==> src/inc/tmr_regs.svh <==
// Offsets, control byte fields, reset values and timing for the timer.
// Assumes an 8-bit register port with 5 address bits behind a base.
`ifndef TMR_REGS_SVH
`define TMR_REGS_SVH
// Byte offsets from the base
`define TMR_OFS_CTR0   5'h14
`define TMR_OFS_CTR1   5'h15
`define TMR_OFS_CTR2   5'h16
`define TMR_OFS_CTRL   5'h17
`define TMR_OFS_GATE   5'h1E
// Control byte fields
`define TMR_SEL_HI     7
`define TMR_SEL_LO     6
`define TMR_ACC_HI     5
`define TMR_ACC_LO     4
`define TMR_MODE_HI    3
`define TMR_MODE_LO    1
`define TMR_BCD_BIT    0
// Read-back command fields
`define TMR_RB_LATCH   5
`define TMR_RB_STAT    4
`define TMR_RB_PICK0   1
// Codes
`define TMR_SEL_RB     2'h3
`define TMR_ACC_LATCH  2'h0
`define TMR_ACC_LO_B   2'h1
`define TMR_ACC_HI_B   2'h2
`define TMR_ACC_PAIR   2'h3
// Reset values
`define TMR_GATE_RST   1'b0
`define TMR_ACC_RST    2'h1
// Counting source and system clock, in kHz
`define TMR_SRC_KHZ    18'd10000
`define TMR_SYS_KHZ    18'd125000
`endif

==> src/inc/tmr_pkg.sv <==
// Types shared by the timer top and its counting core.
// Assumes nothing beyond a SystemVerilog compiler.
package tmr_pkg;
  // Decoded operating mode, one-hot
  typedef enum logic [5:0] {
    MODE_TC       = 6'b000001,
    MODE_ONESHOT  = 6'b000010,
    MODE_RATE     = 6'b000100,
    MODE_SQUARE   = 6'b001000,
    MODE_SWSTROBE = 6'b010000,
    MODE_HWSTROBE = 6'b100000
  } mode_type;
endpackage

==> src/rtl/tmr_core.sv <==
// One 16-bit presettable down counter with six modes.
// Assumes tick, gate and strobes are all on clk; tick is a one-cycle pulse.
`timescale 1ns/1ps
module tmr_core (
  input  wire logic              clk,
  input  wire logic              rst_n,
  input  wire logic              tick,
  input  wire logic              gate,
  input  wire logic              cfg_wr,
  input  wire tmr_pkg::mode_type mode,
  input  wire logic              bcd,
  input  wire logic              load,
  input  wire logic [15:0]       load_val,
  output logic      [15:0]       count,
  output logic                   out,
  output logic                   null_cnt
);
  logic [16:0] cnt_q;   // Extra bit lets square wave hold N+1
  logic [15:0] init_q;  // Count register
  logic        out_q;   // Output level
  logic        run_q;   // Counting element active
  logic        ld_q;    // New count waiting for transfer
  logic        null_q;  // Count not yet in counting element
  logic        gate_q;  // Previous gate level
  logic        trig_q;  // Gate rise waiting for next tick
  logic        armed;   // A count exists to trigger on
  logic [16:0] cnt_dec; // Count less one
  logic [16:0] init_w;  // Count register widened

  // Decrement by one, per nibble in decimal
  function automatic logic [15:0] dec1(input logic [15:0] v, input logic b);
    logic [15:0] r;
    logic        brw;
    r   = v;
    brw = 1'b1;
    if (!b) begin
      r = v - 16'h0001;
    end else begin
      for (int i = 0; i < 4; i++) begin
        if (brw) begin
          if (r[i*4+:4] == 4'h0) begin
            r[i*4+:4] = 4'h9;
          end else begin
            r[i*4+:4] = r[i*4+:4] - 4'h1;
            brw       = 1'b0;
          end
        end
      end
    end
    return r;
  endfunction

  assign cnt_dec  = {1'b0, dec1(cnt_q[15:0], bcd)};
  assign init_w   = {1'b0, init_q};
  assign armed    = ld_q | ~null_q;
  assign count    = cnt_q[15:0];
  assign out      = out_q;
  assign null_cnt = null_q;

  // Gate rising edge, held until the next count pulse
  always_ff @(posedge clk or negedge rst_n) begin
    if (!rst_n) begin
      gate_q <= 1'b0;
      trig_q <= 1'b0;
    end else begin
      gate_q <= gate;
      if (gate & ~gate_q) begin
        trig_q <= 1'b1; // Set wins over the tick that consumes it
      end else if (tick) begin
        trig_q <= 1'b0;
      end
    end
  end

  // Counting element and output; a load in a tick cycle eats that tick
  always_ff @(posedge clk or negedge rst_n) begin
    if (!rst_n) begin
      cnt_q  <= 17'h00000;
      init_q <= 16'h0000;
      out_q  <= 1'b1;
      run_q  <= 1'b0;
      ld_q   <= 1'b0;
      null_q <= 1'b1;
    end else if (cfg_wr) begin
      out_q  <= (mode != tmr_pkg::MODE_TC);
      run_q  <= 1'b0;
      ld_q   <= 1'b0;
      null_q <= 1'b1;
    end else if (load) begin
      init_q <= load_val;
      ld_q   <= 1'b1;
      null_q <= 1'b1;
      if (mode == tmr_pkg::MODE_TC) begin
        out_q <= 1'b0;
      end
    end else if (tick) begin
      case (mode)
        tmr_pkg::MODE_TC: begin
          if (ld_q) begin
            cnt_q  <= init_w;
            ld_q   <= 1'b0;
            null_q <= 1'b0;
            run_q  <= 1'b1;
          end else if (run_q && gate) begin
            cnt_q <= cnt_dec;
            if (cnt_q[15:0] == 16'h0001) begin
              out_q <= 1'b1;
            end
          end
        end
        tmr_pkg::MODE_ONESHOT: begin
          if (trig_q && armed) begin
            cnt_q  <= init_w;
            ld_q   <= 1'b0;
            null_q <= 1'b0;
            out_q  <= 1'b0;
            run_q  <= 1'b1;
          end else if (run_q) begin
            cnt_q <= cnt_dec;
            if (cnt_q[15:0] == 16'h0001) begin
              out_q <= 1'b1;
              run_q <= 1'b0;
            end
          end
        end
        tmr_pkg::MODE_RATE: begin
          if (!gate) begin
            out_q <= 1'b1;
          end else if ((trig_q && armed) || ld_q) begin
            cnt_q  <= init_w;
            ld_q   <= 1'b0;
            null_q <= 1'b0;
            out_q  <= 1'b1;
            run_q  <= 1'b1;
          end else if (run_q) begin
            if (cnt_q[15:0] == 16'h0002) begin
              out_q <= 1'b0;
              cnt_q <= cnt_dec;
            end else if (cnt_q[15:0] == 16'h0001) begin
              out_q <= 1'b1;
              cnt_q <= init_w;
            end else begin
              cnt_q <= cnt_dec;
            end
          end
        end
        tmr_pkg::MODE_SQUARE: begin
          // Binary stepping only; decimal counts are taken as binary here
          if (!gate) begin
            out_q <= 1'b1;
          end else if ((trig_q && armed) || ld_q) begin
            cnt_q  <= init_w + {16'h0000, init_q[0]};
            ld_q   <= 1'b0;
            null_q <= 1'b0;
            out_q  <= 1'b1;
            run_q  <= 1'b1;
          end else if (run_q) begin
            if (cnt_q <= 17'h00002) begin
              out_q <= ~out_q;
              // Odd counts: N+1 for the high half, N-1 for the low half
              cnt_q <= out_q ? init_w - {16'h0000, init_q[0]}
                             : init_w + {16'h0000, init_q[0]};
            end else begin
              cnt_q <= cnt_q - 17'h00002;
            end
          end
        end
        tmr_pkg::MODE_SWSTROBE: begin
          if (ld_q) begin
            cnt_q  <= init_w;
            ld_q   <= 1'b0;
            null_q <= 1'b0;
            run_q  <= 1'b1;
            out_q  <= 1'b1;
          end else begin
            out_q <= 1'b1;
            if (run_q && gate) begin
              cnt_q <= cnt_dec;
              if (cnt_q[15:0] == 16'h0001) begin
                out_q <= 1'b0;
                run_q <= 1'b0;
              end
            end
          end
        end
        tmr_pkg::MODE_HWSTROBE: begin
          if (trig_q && armed) begin
            cnt_q  <= init_w;
            ld_q   <= 1'b0;
            null_q <= 1'b0;
            run_q  <= 1'b1;
            out_q  <= 1'b1;
          end else begin
            out_q <= 1'b1;
            if (run_q) begin
              cnt_q <= cnt_dec;
              if (cnt_q[15:0] == 16'h0001) begin
                out_q <= 1'b0;
                run_q <= 1'b0;
              end
            end
          end
        end
        default: begin
          run_q <= 1'b0;
        end
      endcase
    end
  end
endmodule

==> src/rtl/triple_down_counter_timer.sv <==
// Three-counter interval timer behind an 8-bit register port.
// Assumes register strobes are one-cycle pulses synchronous to CLK.
//
// Operation
// - Three 16-bit down counters, each with its own out; 1 clocks 2, 1/2 share a gate
// - Counter 0: 10 MHz clock, gate always on
// - Counter 1 at 10 MHz feeds counter 2
// - Gate enable of counters 1/2 at 1E
// - Trigger is gate rise; clock is pulse
// - Mode 0: load low, count, high at zero
// - Mode 1: retriggerable one-shot low pulse
// - Mode 2: divide by N, one-tick low
// - Mode 2 repeats while gate high, stops low
// - Mode 3: square wave, odd split (N+1)/2
// - Mode 3 steps count down by two
// - Mode 4: strobe low at zero, gate inhibits
// - Mode 5: gate-triggered retriggerable strobe
// - Offsets 14-16 data ports, 17 control
// - Top two bits pick counter or read-back
// - Bits 5:4 choose latch or byte order
// - Bits 3:1 choose operating mode
// - Bit 0 selects binary or decimal counting; mode 3 counts in binary either way
// - Latch holds count until fully read
// - Byte pairs alternate on a toggle
// - Read-back latches counts and queues status
`timescale 1ns/1ps
module triple_down_counter_timer (
  input  wire logic       CLK,
  input  wire logic       RESETN,
  input  wire logic [4:0] ADDR,
  input  wire logic       WR_STB,
  input  wire logic       RD_STB,
  input  wire logic [7:0] WDATA,
  output logic      [7:0] RDATA,
  output logic            CTR0_OUT,
  output logic            CTR1_OUT,
  output logic            CTR2_OUT
);
`include "tmr_regs.svh"

  logic [17:0]       acc_q;       // Phase accumulator for the 10 MHz source
  logic              tick_q;      // Source clock pulse
  logic              tick2_q;     // Counter 2 clock from counter 1 output
  logic              o1_prev_q;   // Counter 1 output, last cycle
  logic              gate_en_q;   // Software gate for counters 1 and 2
  logic [7:0]        rdata_q;     // Read data register
  logic              ctl_wr;      // Write to the control byte
  logic [1:0]        ctl_sel;     // Target field of that write
  logic              ctl_rb;      // Write is a read-back command
  logic [17:0]       acc_sum;     // Accumulator plus step
  logic              tick_v [3];  // Count pulse per counter
  logic              gate_v [3];  // Gate level per counter
  logic              out_v  [3];  // Output level per counter
  logic              null_v [3];  // Null count per counter
  logic [15:0]       cnt_v  [3];  // Live count per counter
  logic [7:0]        byte_v [3];  // Byte a read would return

  // Decode a mode field; the top bit is a don't-care for modes 2 and 3
  function automatic tmr_pkg::mode_type dec_mode(input logic [2:0] f);
    tmr_pkg::mode_type m;
    m = tmr_pkg::MODE_TC;
    case (f)
      3'h0:    m = tmr_pkg::MODE_TC;
      3'h1:    m = tmr_pkg::MODE_ONESHOT;
      3'h2:    m = tmr_pkg::MODE_RATE;
      3'h6:    m = tmr_pkg::MODE_RATE;
      3'h3:    m = tmr_pkg::MODE_SQUARE;
      3'h7:    m = tmr_pkg::MODE_SQUARE;
      3'h4:    m = tmr_pkg::MODE_SWSTROBE;
      default: m = tmr_pkg::MODE_HWSTROBE;
    endcase
    return m;
  endfunction

  // Control byte decode
  assign ctl_wr  = WR_STB && (ADDR == `TMR_OFS_CTRL);
  assign ctl_sel = WDATA[`TMR_SEL_HI:`TMR_SEL_LO];
  assign ctl_rb  = (ctl_sel == `TMR_SEL_RB);
  assign acc_sum = acc_q + `TMR_SRC_KHZ;

  // 10 MHz from 125 MHz: a fractional divider, so pulses jitter by one
  // system cycle while the long-run rate is exact
  always_ff @(posedge CLK or negedge RESETN) begin
    if (!RESETN) begin
      acc_q  <= 18'h00000;
      tick_q <= 1'b0;
    end else if (acc_sum >= `TMR_SYS_KHZ) begin
      acc_q  <= acc_sum - `TMR_SYS_KHZ;
      tick_q <= 1'b1;
    end else begin
      acc_q  <= acc_sum;
      tick_q <= 1'b0;
    end
  end

  // Counter 2 counts each rising edge of the counter 1 output
  always_ff @(posedge CLK or negedge RESETN) begin
    if (!RESETN) begin
      o1_prev_q <= 1'b1;
      tick2_q   <= 1'b0;
    end else begin
      o1_prev_q <= out_v[1];
      tick2_q   <= out_v[1] & ~o1_prev_q;
    end
  end

  // Software gate register for the chained pair
  always_ff @(posedge CLK or negedge RESETN) begin
    if (!RESETN) begin
      gate_en_q <= `TMR_GATE_RST;
    end else if (WR_STB && (ADDR == `TMR_OFS_GATE)) begin
      gate_en_q <= WDATA[0];
    end
  end

  // Clock and gate wiring of the three counters
  assign tick_v[0] = tick_q;
  assign tick_v[1] = tick_q;
  assign tick_v[2] = tick2_q;
  assign gate_v[0] = 1'b1;
  assign gate_v[1] = gate_en_q;
  assign gate_v[2] = gate_en_q;

  // Per-counter register logic and counting core
  for (genvar i = 0; i < 3; i++) begin : g_ctr
    logic [1:0]        rw_q;    // Access order
    logic [2:0]        mfld_q;  // Raw mode field
    logic              bcd_q;   // Decimal counting
    tmr_pkg::mode_type mode_q;  // Decoded mode
    logic              cfgp_q;  // Config pulse toward the core
    logic [7:0]        lo_q;    // Low byte of a pair write
    logic              wflip_q; // Write byte toggle
    logic              load_q;  // Load pulse toward the core
    logic [15:0]       lval_q;  // Count toward the core
    logic [15:0]       hold_q;  // Latched count
    logic              held_q;  // Latch holds unread data
    logic              rflip_q; // Read byte toggle
    logic [7:0]        stat_q;  // Queued status byte
    logic              spend_q; // Status byte waiting
    logic              dat_wr;  // Write to this data port
    logic              dat_rd;  // Read of this data port
    logic              cfg_wr;  // Control byte for this counter
    logic              latch;   // Count latch for this counter
    logic              stat;    // Status latch for this counter
    logic              rd_last; // This read empties the latch
    logic [15:0]       src;     // Held or live count

    assign dat_wr = WR_STB && (ADDR == `TMR_OFS_CTR0 + 5'(i));
    assign dat_rd = RD_STB && (ADDR == `TMR_OFS_CTR0 + 5'(i));
    assign cfg_wr = ctl_wr && !ctl_rb && (ctl_sel == 2'(i))
                    && (WDATA[`TMR_ACC_HI:`TMR_ACC_LO] != `TMR_ACC_LATCH);
    assign latch  = ctl_wr && ((!ctl_rb && (ctl_sel == 2'(i))
                    && (WDATA[`TMR_ACC_HI:`TMR_ACC_LO] == `TMR_ACC_LATCH))
                    || (ctl_rb && !WDATA[`TMR_RB_LATCH]
                    && WDATA[`TMR_RB_PICK0 + i]));
    assign stat   = ctl_wr && ctl_rb && !WDATA[`TMR_RB_STAT]
                    && WDATA[`TMR_RB_PICK0 + i];
    assign rd_last = dat_rd && !spend_q && held_q
                     && ((rw_q != `TMR_ACC_PAIR) || rflip_q);
    assign src    = held_q ? hold_q : cnt_v[i];

    // Read byte choice: status first, then the byte order in force
    assign byte_v[i] = spend_q ? stat_q :
                       ((rw_q == `TMR_ACC_HI_B) ||
                        ((rw_q == `TMR_ACC_PAIR) && rflip_q)) ? src[15:8] : src[7:0];

    // Configuration fields of the control byte
    always_ff @(posedge CLK or negedge RESETN) begin
      if (!RESETN) begin
        rw_q   <= `TMR_ACC_RST;
        mfld_q <= 3'h0;
        bcd_q  <= 1'b0;
        mode_q <= tmr_pkg::MODE_TC;
        cfgp_q <= 1'b0;
      end else begin
        cfgp_q <= cfg_wr;
        if (cfg_wr) begin
          rw_q   <= WDATA[`TMR_ACC_HI:`TMR_ACC_LO];
          mfld_q <= WDATA[`TMR_MODE_HI:`TMR_MODE_LO];
          mode_q <= dec_mode(WDATA[`TMR_MODE_HI:`TMR_MODE_LO]);
          bcd_q  <= WDATA[`TMR_BCD_BIT];
        end
      end
    end

    // Count writes; a pair completes only on its high byte
    always_ff @(posedge CLK or negedge RESETN) begin
      if (!RESETN) begin
        lo_q    <= 8'h00;
        wflip_q <= 1'b0;
        load_q  <= 1'b0;
        lval_q  <= 16'h0000;
      end else begin
        load_q <= 1'b0;
        if (cfg_wr) begin
          wflip_q <= 1'b0; // New control byte restarts the pair
        end else if (dat_wr) begin
          case (rw_q)
            `TMR_ACC_LO_B: begin
              lval_q <= {8'h00, WDATA};
              load_q <= 1'b1;
            end
            `TMR_ACC_HI_B: begin
              lval_q <= {WDATA, 8'h00};
              load_q <= 1'b1;
            end
            `TMR_ACC_PAIR: begin
              if (!wflip_q) begin
                lo_q    <= WDATA;
                wflip_q <= 1'b1;
              end else begin
                lval_q  <= {WDATA, lo_q};
                load_q  <= 1'b1;
                wflip_q <= 1'b0;
              end
            end
            default: begin
              load_q <= 1'b0; // Latch order takes no data
            end
          endcase
        end
      end
    end

    // Hold register, read toggle and status queue; a latch wins over the last read's clear, a status read over a new status
    always_ff @(posedge CLK or negedge RESETN) begin
      if (!RESETN) begin
        hold_q  <= 16'h0000;
        held_q  <= 1'b0;
        rflip_q <= 1'b0;
        stat_q  <= 8'h00;
        spend_q <= 1'b0;
      end else if (cfg_wr) begin
        held_q  <= 1'b0;
        rflip_q <= 1'b0;
        spend_q <= 1'b0;
      end else begin
        if (dat_rd) begin
          if (spend_q) begin
            spend_q <= 1'b0;
          end else if (rw_q == `TMR_ACC_PAIR) begin
            rflip_q <= ~rflip_q;
          end
        end
        if (rd_last) begin
          held_q <= 1'b0;
        end
        // Further latches are ignored until the held value is read out
        if (latch && (!held_q || rd_last)) begin
          hold_q <= cnt_v[i];
          held_q <= 1'b1;
        end
        if (stat && !spend_q) begin
          stat_q  <= {out_v[i], null_v[i], rw_q, mfld_q, bcd_q};
          spend_q <= 1'b1;
        end
      end
    end

    tmr_core u_core (
      .clk      (CLK),
      .rst_n    (RESETN),
      .tick     (tick_v[i]),
      .gate     (gate_v[i]),
      .cfg_wr   (cfgp_q),
      .mode     (mode_q),
      .bcd      (bcd_q),
      .load     (load_q),
      .load_val (lval_q),
      .count    (cnt_v[i]),
      .out      (out_v[i]),
      .null_cnt (null_v[i])
    );
  end

  // Read data register; control byte and unmapped offsets read zero
  always_ff @(posedge CLK or negedge RESETN) begin
    if (!RESETN) begin
      rdata_q <= 8'h00;
    end else if (RD_STB) begin
      if (ADDR == `TMR_OFS_CTR0) begin
        rdata_q <= byte_v[0];
      end else if (ADDR == `TMR_OFS_CTR1) begin
        rdata_q <= byte_v[1];
      end else if (ADDR == `TMR_OFS_CTR2) begin
        rdata_q <= byte_v[2];
      end else if (ADDR == `TMR_OFS_GATE) begin
        rdata_q <= {7'h00, gate_en_q};
      end else begin
        rdata_q <= 8'h00;
      end
    end
  end

  // Outputs come from flip-flops in the cores and here
  assign RDATA    = rdata_q;
  assign CTR0_OUT = out_v[0];
  assign CTR1_OUT = out_v[1];
  assign CTR2_OUT = out_v[2];
endmodule

==> config.mk <==
export PLATFORM = sky130hd
export DESIGN_NAME = triple_down_counter_timer
export DESIGN_NICKNAME = d
export VERILOG_FILES = /design/src/inc/tmr_pkg.sv /design/src/rtl/tmr_core.sv /design/src/rtl/triple_down_counter_timer.sv
export VERILOG_INCLUDE_DIRS = /design/src /design/src/inc
export SDC_FILE = /design/constraint.sdc
export NUM_CORES = 1
export LEC_CHECK = 0
export BUFFER_PORTS_ARGS = -buffer_cell sky130_fd_sc_hd__buf_2
export CORE_ASPECT_RATIO = 0.7
export CORE_MARGIN = 1
export CORE_UTILIZATION = 45
export DETAILED_ROUTE_END_ITERATION = 12
export GPL_ROUTABILITY_DRIVEN = 0
export PLACE_DENSITY = 0.56
export SLEW_MARGIN = 5
export SYNTH_ARGS = -nofsm -noshare
export SYNTH_HDL_FRONTEND = slang
export SYNTH_SLANG_ARGS = --single-unit
==> constraint.sdc <==
create_clock -name CLK -period 4.3 [get_ports CLK]
set_clock_uncertainty 0.1 [all_clocks]
set_input_delay 0.215 -clock CLK [delete_from_list [all_inputs] [get_ports CLK]]
set_output_delay 0.215 -clock CLK [all_outputs]
set_load 0.02 [all_outputs]
# Word-level counts from Yosys, hierarchy flattened
# Index checks and enable logic that the tools add are counted.
# classes
mux,304
magnitude_cmp,4
bitwise_logic,28
addsub,26
n_eq_ne,119
n_reduce_logical,181
# op_table
op,count
two-way mux 17 bit,36
one-hot mux 17 bit (4 select lines),3
two-way mux 1 bit,203
two-way mux 16 bit,12
one-hot mux 16 bit (3 select lines),3
two-way mux 4 bit,21
two-way mux 8 bit,9
logical AND 1 bit,56
adder 16 x 1 -> 17 bit,3
"<= comparator 17 x 2 -> 1 bit, second input constant",3
subtractor 16 x 1 -> 17 bit,3
"subtractor 17 x 2 -> 17 bit, second input constant",3
"== test 16 x 1 -> 1 bit, second input constant",3
"== test 16 x 2 -> 1 bit, second input constant",3
logical NOT 4 bit,12
"subtractor 16 x 1 -> 16 bit, second input constant",3
"subtractor 4 x 1 -> 4 bit, second input constant",12
"!= test 3 x 1 -> 1 bit, second input constant",15
"!= test 4 x 1 -> 1 bit, second input constant",11
"!= test 6 x 4 -> 1 bit, second input constant",6
nonzero test 3 bit,12
AND reduction 4 bit,8
one-hot mux 6 bit (5 select lines),1
nonzero test 2 bit,15
other kinds (45),206
# totals
input_bits,17
word_cells,733
output_inout_bits,11
reg_bits,344

# Logic depth before layout (Yosys ltp)
# logic_depth
depth_word,15
mapped_depth,13
ltp_nobuf,10

# By module
# Synthesis repeated with hierarchy kept, for this count alone.
# hier_totals
hier_cells,2368
hier_area_um2,21718.3
# by_module_without_submodules
mod,seq_area_each_um2,cells_each,instances,area_each_um2
triple_down_counter_timer,5639.2,945,1,10652.7
tmr_core (g_ctr[0].u_core),978.4,479,1,3729.8
tmr_core (g_ctr[2].u_core),978.4,482,1,3719.8
tmr_core (g_ctr[1].u_core),978.4,462,1,3616.0

# Worst setup path after synthesis
# OpenSTA, ideal clock, no wires.
# synth_path
kind,reg2reg
from,register g_ctr[0].u_core.cnt_q[7]
to,register g_ctr[0].u_core.cnt_q[2]
t_arrival_ns,2.668
t_required_ns,4.067
setup_ns,0.133
path_stages_with_launch,11
path_buffers,2
slack_ns,1.399
cell_sequence,dfrtp_1 -> buf_6 -> or4_4 -> or4_4 -> buf_6 -> o2bb2ai_4 -> a21oi_2 -> a211oi_2 -> a2111oi_1 -> a2111oi_1 -> o31ai_1
# synth_via
elab_chain_cells,6
# synth_rtl
element,line,text
start: declaration,tmr_core.sv:18,logic [16:0] cnt_q;
start signal: assignment,tmr_core.sv:100,cnt_q <= init_w;
start signal: assignment,tmr_core.sv:105,cnt_q <= cnt_dec;
start signal: assignment,tmr_core.sv:113,cnt_q <= init_w;
branches (longest 5 deep; another with <= comparator 17 x 2 -> 1 bit),n/a,
one-hot mux 17 bit (4 select lines) *,tmr_core.sv:97,case (mode)
# Mark *: on every way between the ends. The select of a mux whose other input is x is not followed.
# A chain may end at the register's enable or synchronous reset.

# Worst setup path after layout
# layout_path
from,register g_ctr[2].u_core.cnt_q[0]
to,register g_ctr[2].u_core.cnt_q[9]
# layout_via
elab_chain_cells,13
# layout_rtl
element,line
start: declaration,tmr_core.sv:18
start signal: assignment,tmr_core.sv:100
start signal: assignment,tmr_core.sv:105
start signal: assignment,tmr_core.sv:113
branches (longest 12 deep; another with subtractor 16 x 1 -> 16 bit),n/a
one-hot mux 17 bit (4 select lines) *,tmr_core.sv:97
# Marked as above.

==> impl_metrics.ini <==
[setup_path]
start_kind = flip-flop
max_stage_delay_ns = 0.61
critPathRequiredTime_ns = 4.65
crit_top_cell = a21oi_1
crit_chain = inv_1, ha_1, or3b_2, a2111oi_0, a31oi_1, nand2b_1, o21a_1, a21oi_1, a21oi_1, o21ai_0
cp_slowest_cell = a2111oi_0
critPathTopFamily = compound AO/OA/AOI/OAI gates
criticalPathCategory = reg2reg
worst-path-buf-inv = 1
worstPathArrival_ns = 3.92
endpoint_kind = flip-flop
worst-path-max-fanout = 12

[die]
die_h_um = 185
initial_core_util = 0.459
fp.dieW_um = 263
io_pins = 28
core_sq_mm = 0.0467
rows = 66
die_area_sq_mm = 0.0486

[cells_and_area]
stdcell_count = 3021
diodes = 0
final_cell_mix = dfrtp_1, nand2_1, o21ai_0
synthToLayoutAreaGrowth_pct = 8.55
nFillCells = 4442
drive_above_1_share = 0.139
final_common_cell = dfrtp_1
num-nets-final = 2431

[synthesis]
synth_cell_types = 97
synth_area_sq_mm = 0.0215
synth_flop_cell = dfrtp_1
synth_cells = 2441
ys_warn_count = 0
synth_seq_cells = 341
async_reset_ff_frac = 1.00
synth_seq_area_share = 0.398
synth.avg_cell_area_sq_um = 8.79
syn_nets = 2492
synth_edf_count = 0

[route]
vias = 19000
first_iter_violations = 2241
drc = 0
avgViaCountPerCell = 6.28
first_pass_iters = 6
post_drt_wl_per_cell_um = 22.5
ant_nets = 0
wirelength_um = 68000

[clock_network]
tritoncts = built
cts.htree.levels = 2
cts_buffers = 37
clockBufferDepth = 3
clk-insertion-delay-late_ns = 0.54
clkTransAtPathRegs_ns = 0.07
cts.sinks = 341
cts_root_buf = clkbuf_16

[timing]
finalHoldViolations = 0
fin_crit_ns = 3.57
finalCritPeriodShare = 0.829
fin_setup_tns_ns = 0
final.setup.worst_slack_ns = 0.734
setup_viol = 0
relSlewSlack = 0.270
slew_viol_final = 0
worst_pin_slew_ns = 1.09
holdWs_ns = 0.0649
rsz0062_at_grt = false
timing.fmax_mhz = 280

[outcome]
status = finished clean

[global_route]
grt_max_degree = 99
grt_pass1_vias = 17700
grtUsageTotal = 0.281
antenna_found_initial = 0
grt_overflow_total = 0
grt_pass1_wl_um = 107000

[placement]
io_buffers = 27
place_inst = 2950
post-place-ws_ns = 0.790
hpwlAfterDp_um = 49100

[worst_hold_path]
hp-class = in2reg

[power_and_ir_drop]
leakage_nw = 10.1
power_density_mw_per_mm2 = 506
ir_drop_mv = 0.271

[flow_run]
drv_cap = 0
[cell usage after synthesis (7+ instances only)]
master | count | share of area
a311oi_1 | 8 | 0.0033
nor4_1 | 23 | 0.0067
a22oi_1 | 32 | 0.011
xnor2_1 | 56 | 0.023
nand3_1 | 68 | 0.016
buf_2 | 12 | 0.0028
o211ai_1 | 17 | 0.0059
inv_1 | 72 | 0.013
a21oi_1 | 142 | 0.033
or3_1 | 13 | 0.0038
nand4_1 | 26 | 0.0076
dfrtp_1 | 328 | 0.38
dfstp_2 | 13 | 0.016
mux2i_1 | 33 | 0.015
a2111oi_0 | 8 | 0.0033
o22ai_1 | 27 | 0.0079
mux4_2 | 23 | 0.024
or4_1 | 12 | 0.0042
o31ai_1 | 17 | 0.0059
nor2b_1 | 22 | 0.0064
clkbuf_1 | 146 | 0.026
nor3_1 | 73 | 0.017
a31oi_1 | 34 | 0.0099
nand2b_1 | 27 | 0.0079
o21ai_1 | 8 | 0.0019
nand2_1 | 302 | 0.053
nor4b_1 | 9 | 0.0037
o221ai_1 | 10 | 0.0041
and2_1 | 7 | 0.0020
a221oi_1 | 9 | 0.0037
buf_1 | 7 | 0.0012
a21o_1 | 14 | 0.0049
or2_2 | 16 | 0.0047
ha_1 | 34 | 0.020
nor2_1 | 209 | 0.037
and3_1 | 28 | 0.0082
nand3b_1 | 13 | 0.0045
nor3b_1 | 14 | 0.0049
xor2_1 | 45 | 0.018
o21ai_0 | 210 | 0.049
mux2_2 | 127 | 0.067
a211oi_1 | 25 | 0.0087
[per-stage QoR]
| stage | instance area [sq um] | total power [W] | util |
|---|---|---|---|
| floorplan | 21500 | 0.00712 | - |
| global placement | 22000 | 0.00842 | 0.472 |
| detailed placement | 22000 | 0.00841 | 0.472 |
| CTS | 23300 | 0.0117 | 0.498 |
| global route | 23300 | 0.0124 | 0.498 |
| finish | 23300 | 0.0118 | 0.498 |
[where the power goes]
part           total, W  internal (W)  switching, W
clock           0.00326       0.00188       0.00138
sequential      0.00399       0.00352      0.000473
combinational   0.00455       0.00169       0.00285
total            0.0118       0.00709       0.00470
[area by class of cell]
type                            instances  area, sq um  area share
Inverter                               72          270      0.0116
Clock inverter                         13          131     0.00564
Tap cell                              612          766      0.0329
Clock buffer                           55         1090      0.0466
Sequential cell                       341         8550       0.367
Timing Repair Buffer                   76          558      0.0240
Multi-Input combinational cell       1852        11900       0.512
[worst paths after layout]
check | from | depth (start not counted) | endpoint | slack, ns
worst min-delay path | WDATA[0] | 3 | g_ctr[1].bcd_q | 0.06
min in group asynchronous | RESETN | 2 | g_ctr[0].u_core.cnt_q[15] | 0.14
worst max-delay path | g_ctr[2].u_core.cnt_q[0] | 10 | g_ctr[2].u_core.cnt_q[9] | 0.73
max in group asynchronous | RESETN | 3 | g_ctr[0].rw_q[0] | 2.88
worst min register to register | g_ctr[0].u_core.gate_q | 1 | g_ctr[0].u_core.trig_q | 0.32
worst max register to register | g_ctr[2].u_core.cnt_q[0] | 10 | g_ctr[2].u_core.cnt_q[9] | 0.73
[sequential cells by signal, summed over array words and instances, names as in the netlist, 6 cells and up]
register,count
g_ctr.rw_q,6
g_ctr.lval_q,48
g_ctr.hold_q,48
g_ctr.mode_q,18
g_ctr.u_core.cnt_q,51
g_ctr.lo_q,24
RDATA,8
g_ctr.u_core.init_q,48
acc_q,15
g_ctr.mfld_q,9
g_ctr.stat_q,24
[metal layers]
layer	GRT usage	wire, um	share of wire
met5	0	0	0
met4	0.0554	1240	0.018
met3	0.0689	6910	0.10
met2	0.388	26900	0.40
met1	0.437	33000	0.48
[kinds of logic (layout without fill, tap and decap cells)]
logic type / count (synthesis) / in the layout / synth area share
XOR/XNOR: 101 / 101 / 0.0412
multiplexers: 184 / 184 / 0.107
AND/OR/NAND/NOR: 884 / 884 / 0.196
adder cells (fa/ha/maj): 34 / 34 / 0.0198
buffers and inverters: 248 / 216 / 0.0465
flip-flops: 341 / 341 / 0.398
AO/OA/AOI/OAI: 648 / 648 / 0.190
other: 1 / 1 / 0.000175
[worst register-to-register path, cell delays in order (launching register included)]
cell and delay, ns:
dfrtp_1 0.44, inv_1 0.13, ha_1 0.22, or3b_2 0.45, a2111oi_0 0.61, a31oi_1 0.36, nand2b_1 0.50, o21a_1 0.30
a21oi_1 0.18, a21oi_1 0.06, o21ai_0 0.15
[timing repair]
action,4_1_cts,5_1_grt
hold buffers,3,0
gates resized for setup,0,0
setup buffers,0,0
endpoints found under the hold margin,92,0
No activity file was read; power rests on OpenSTA's default activity.
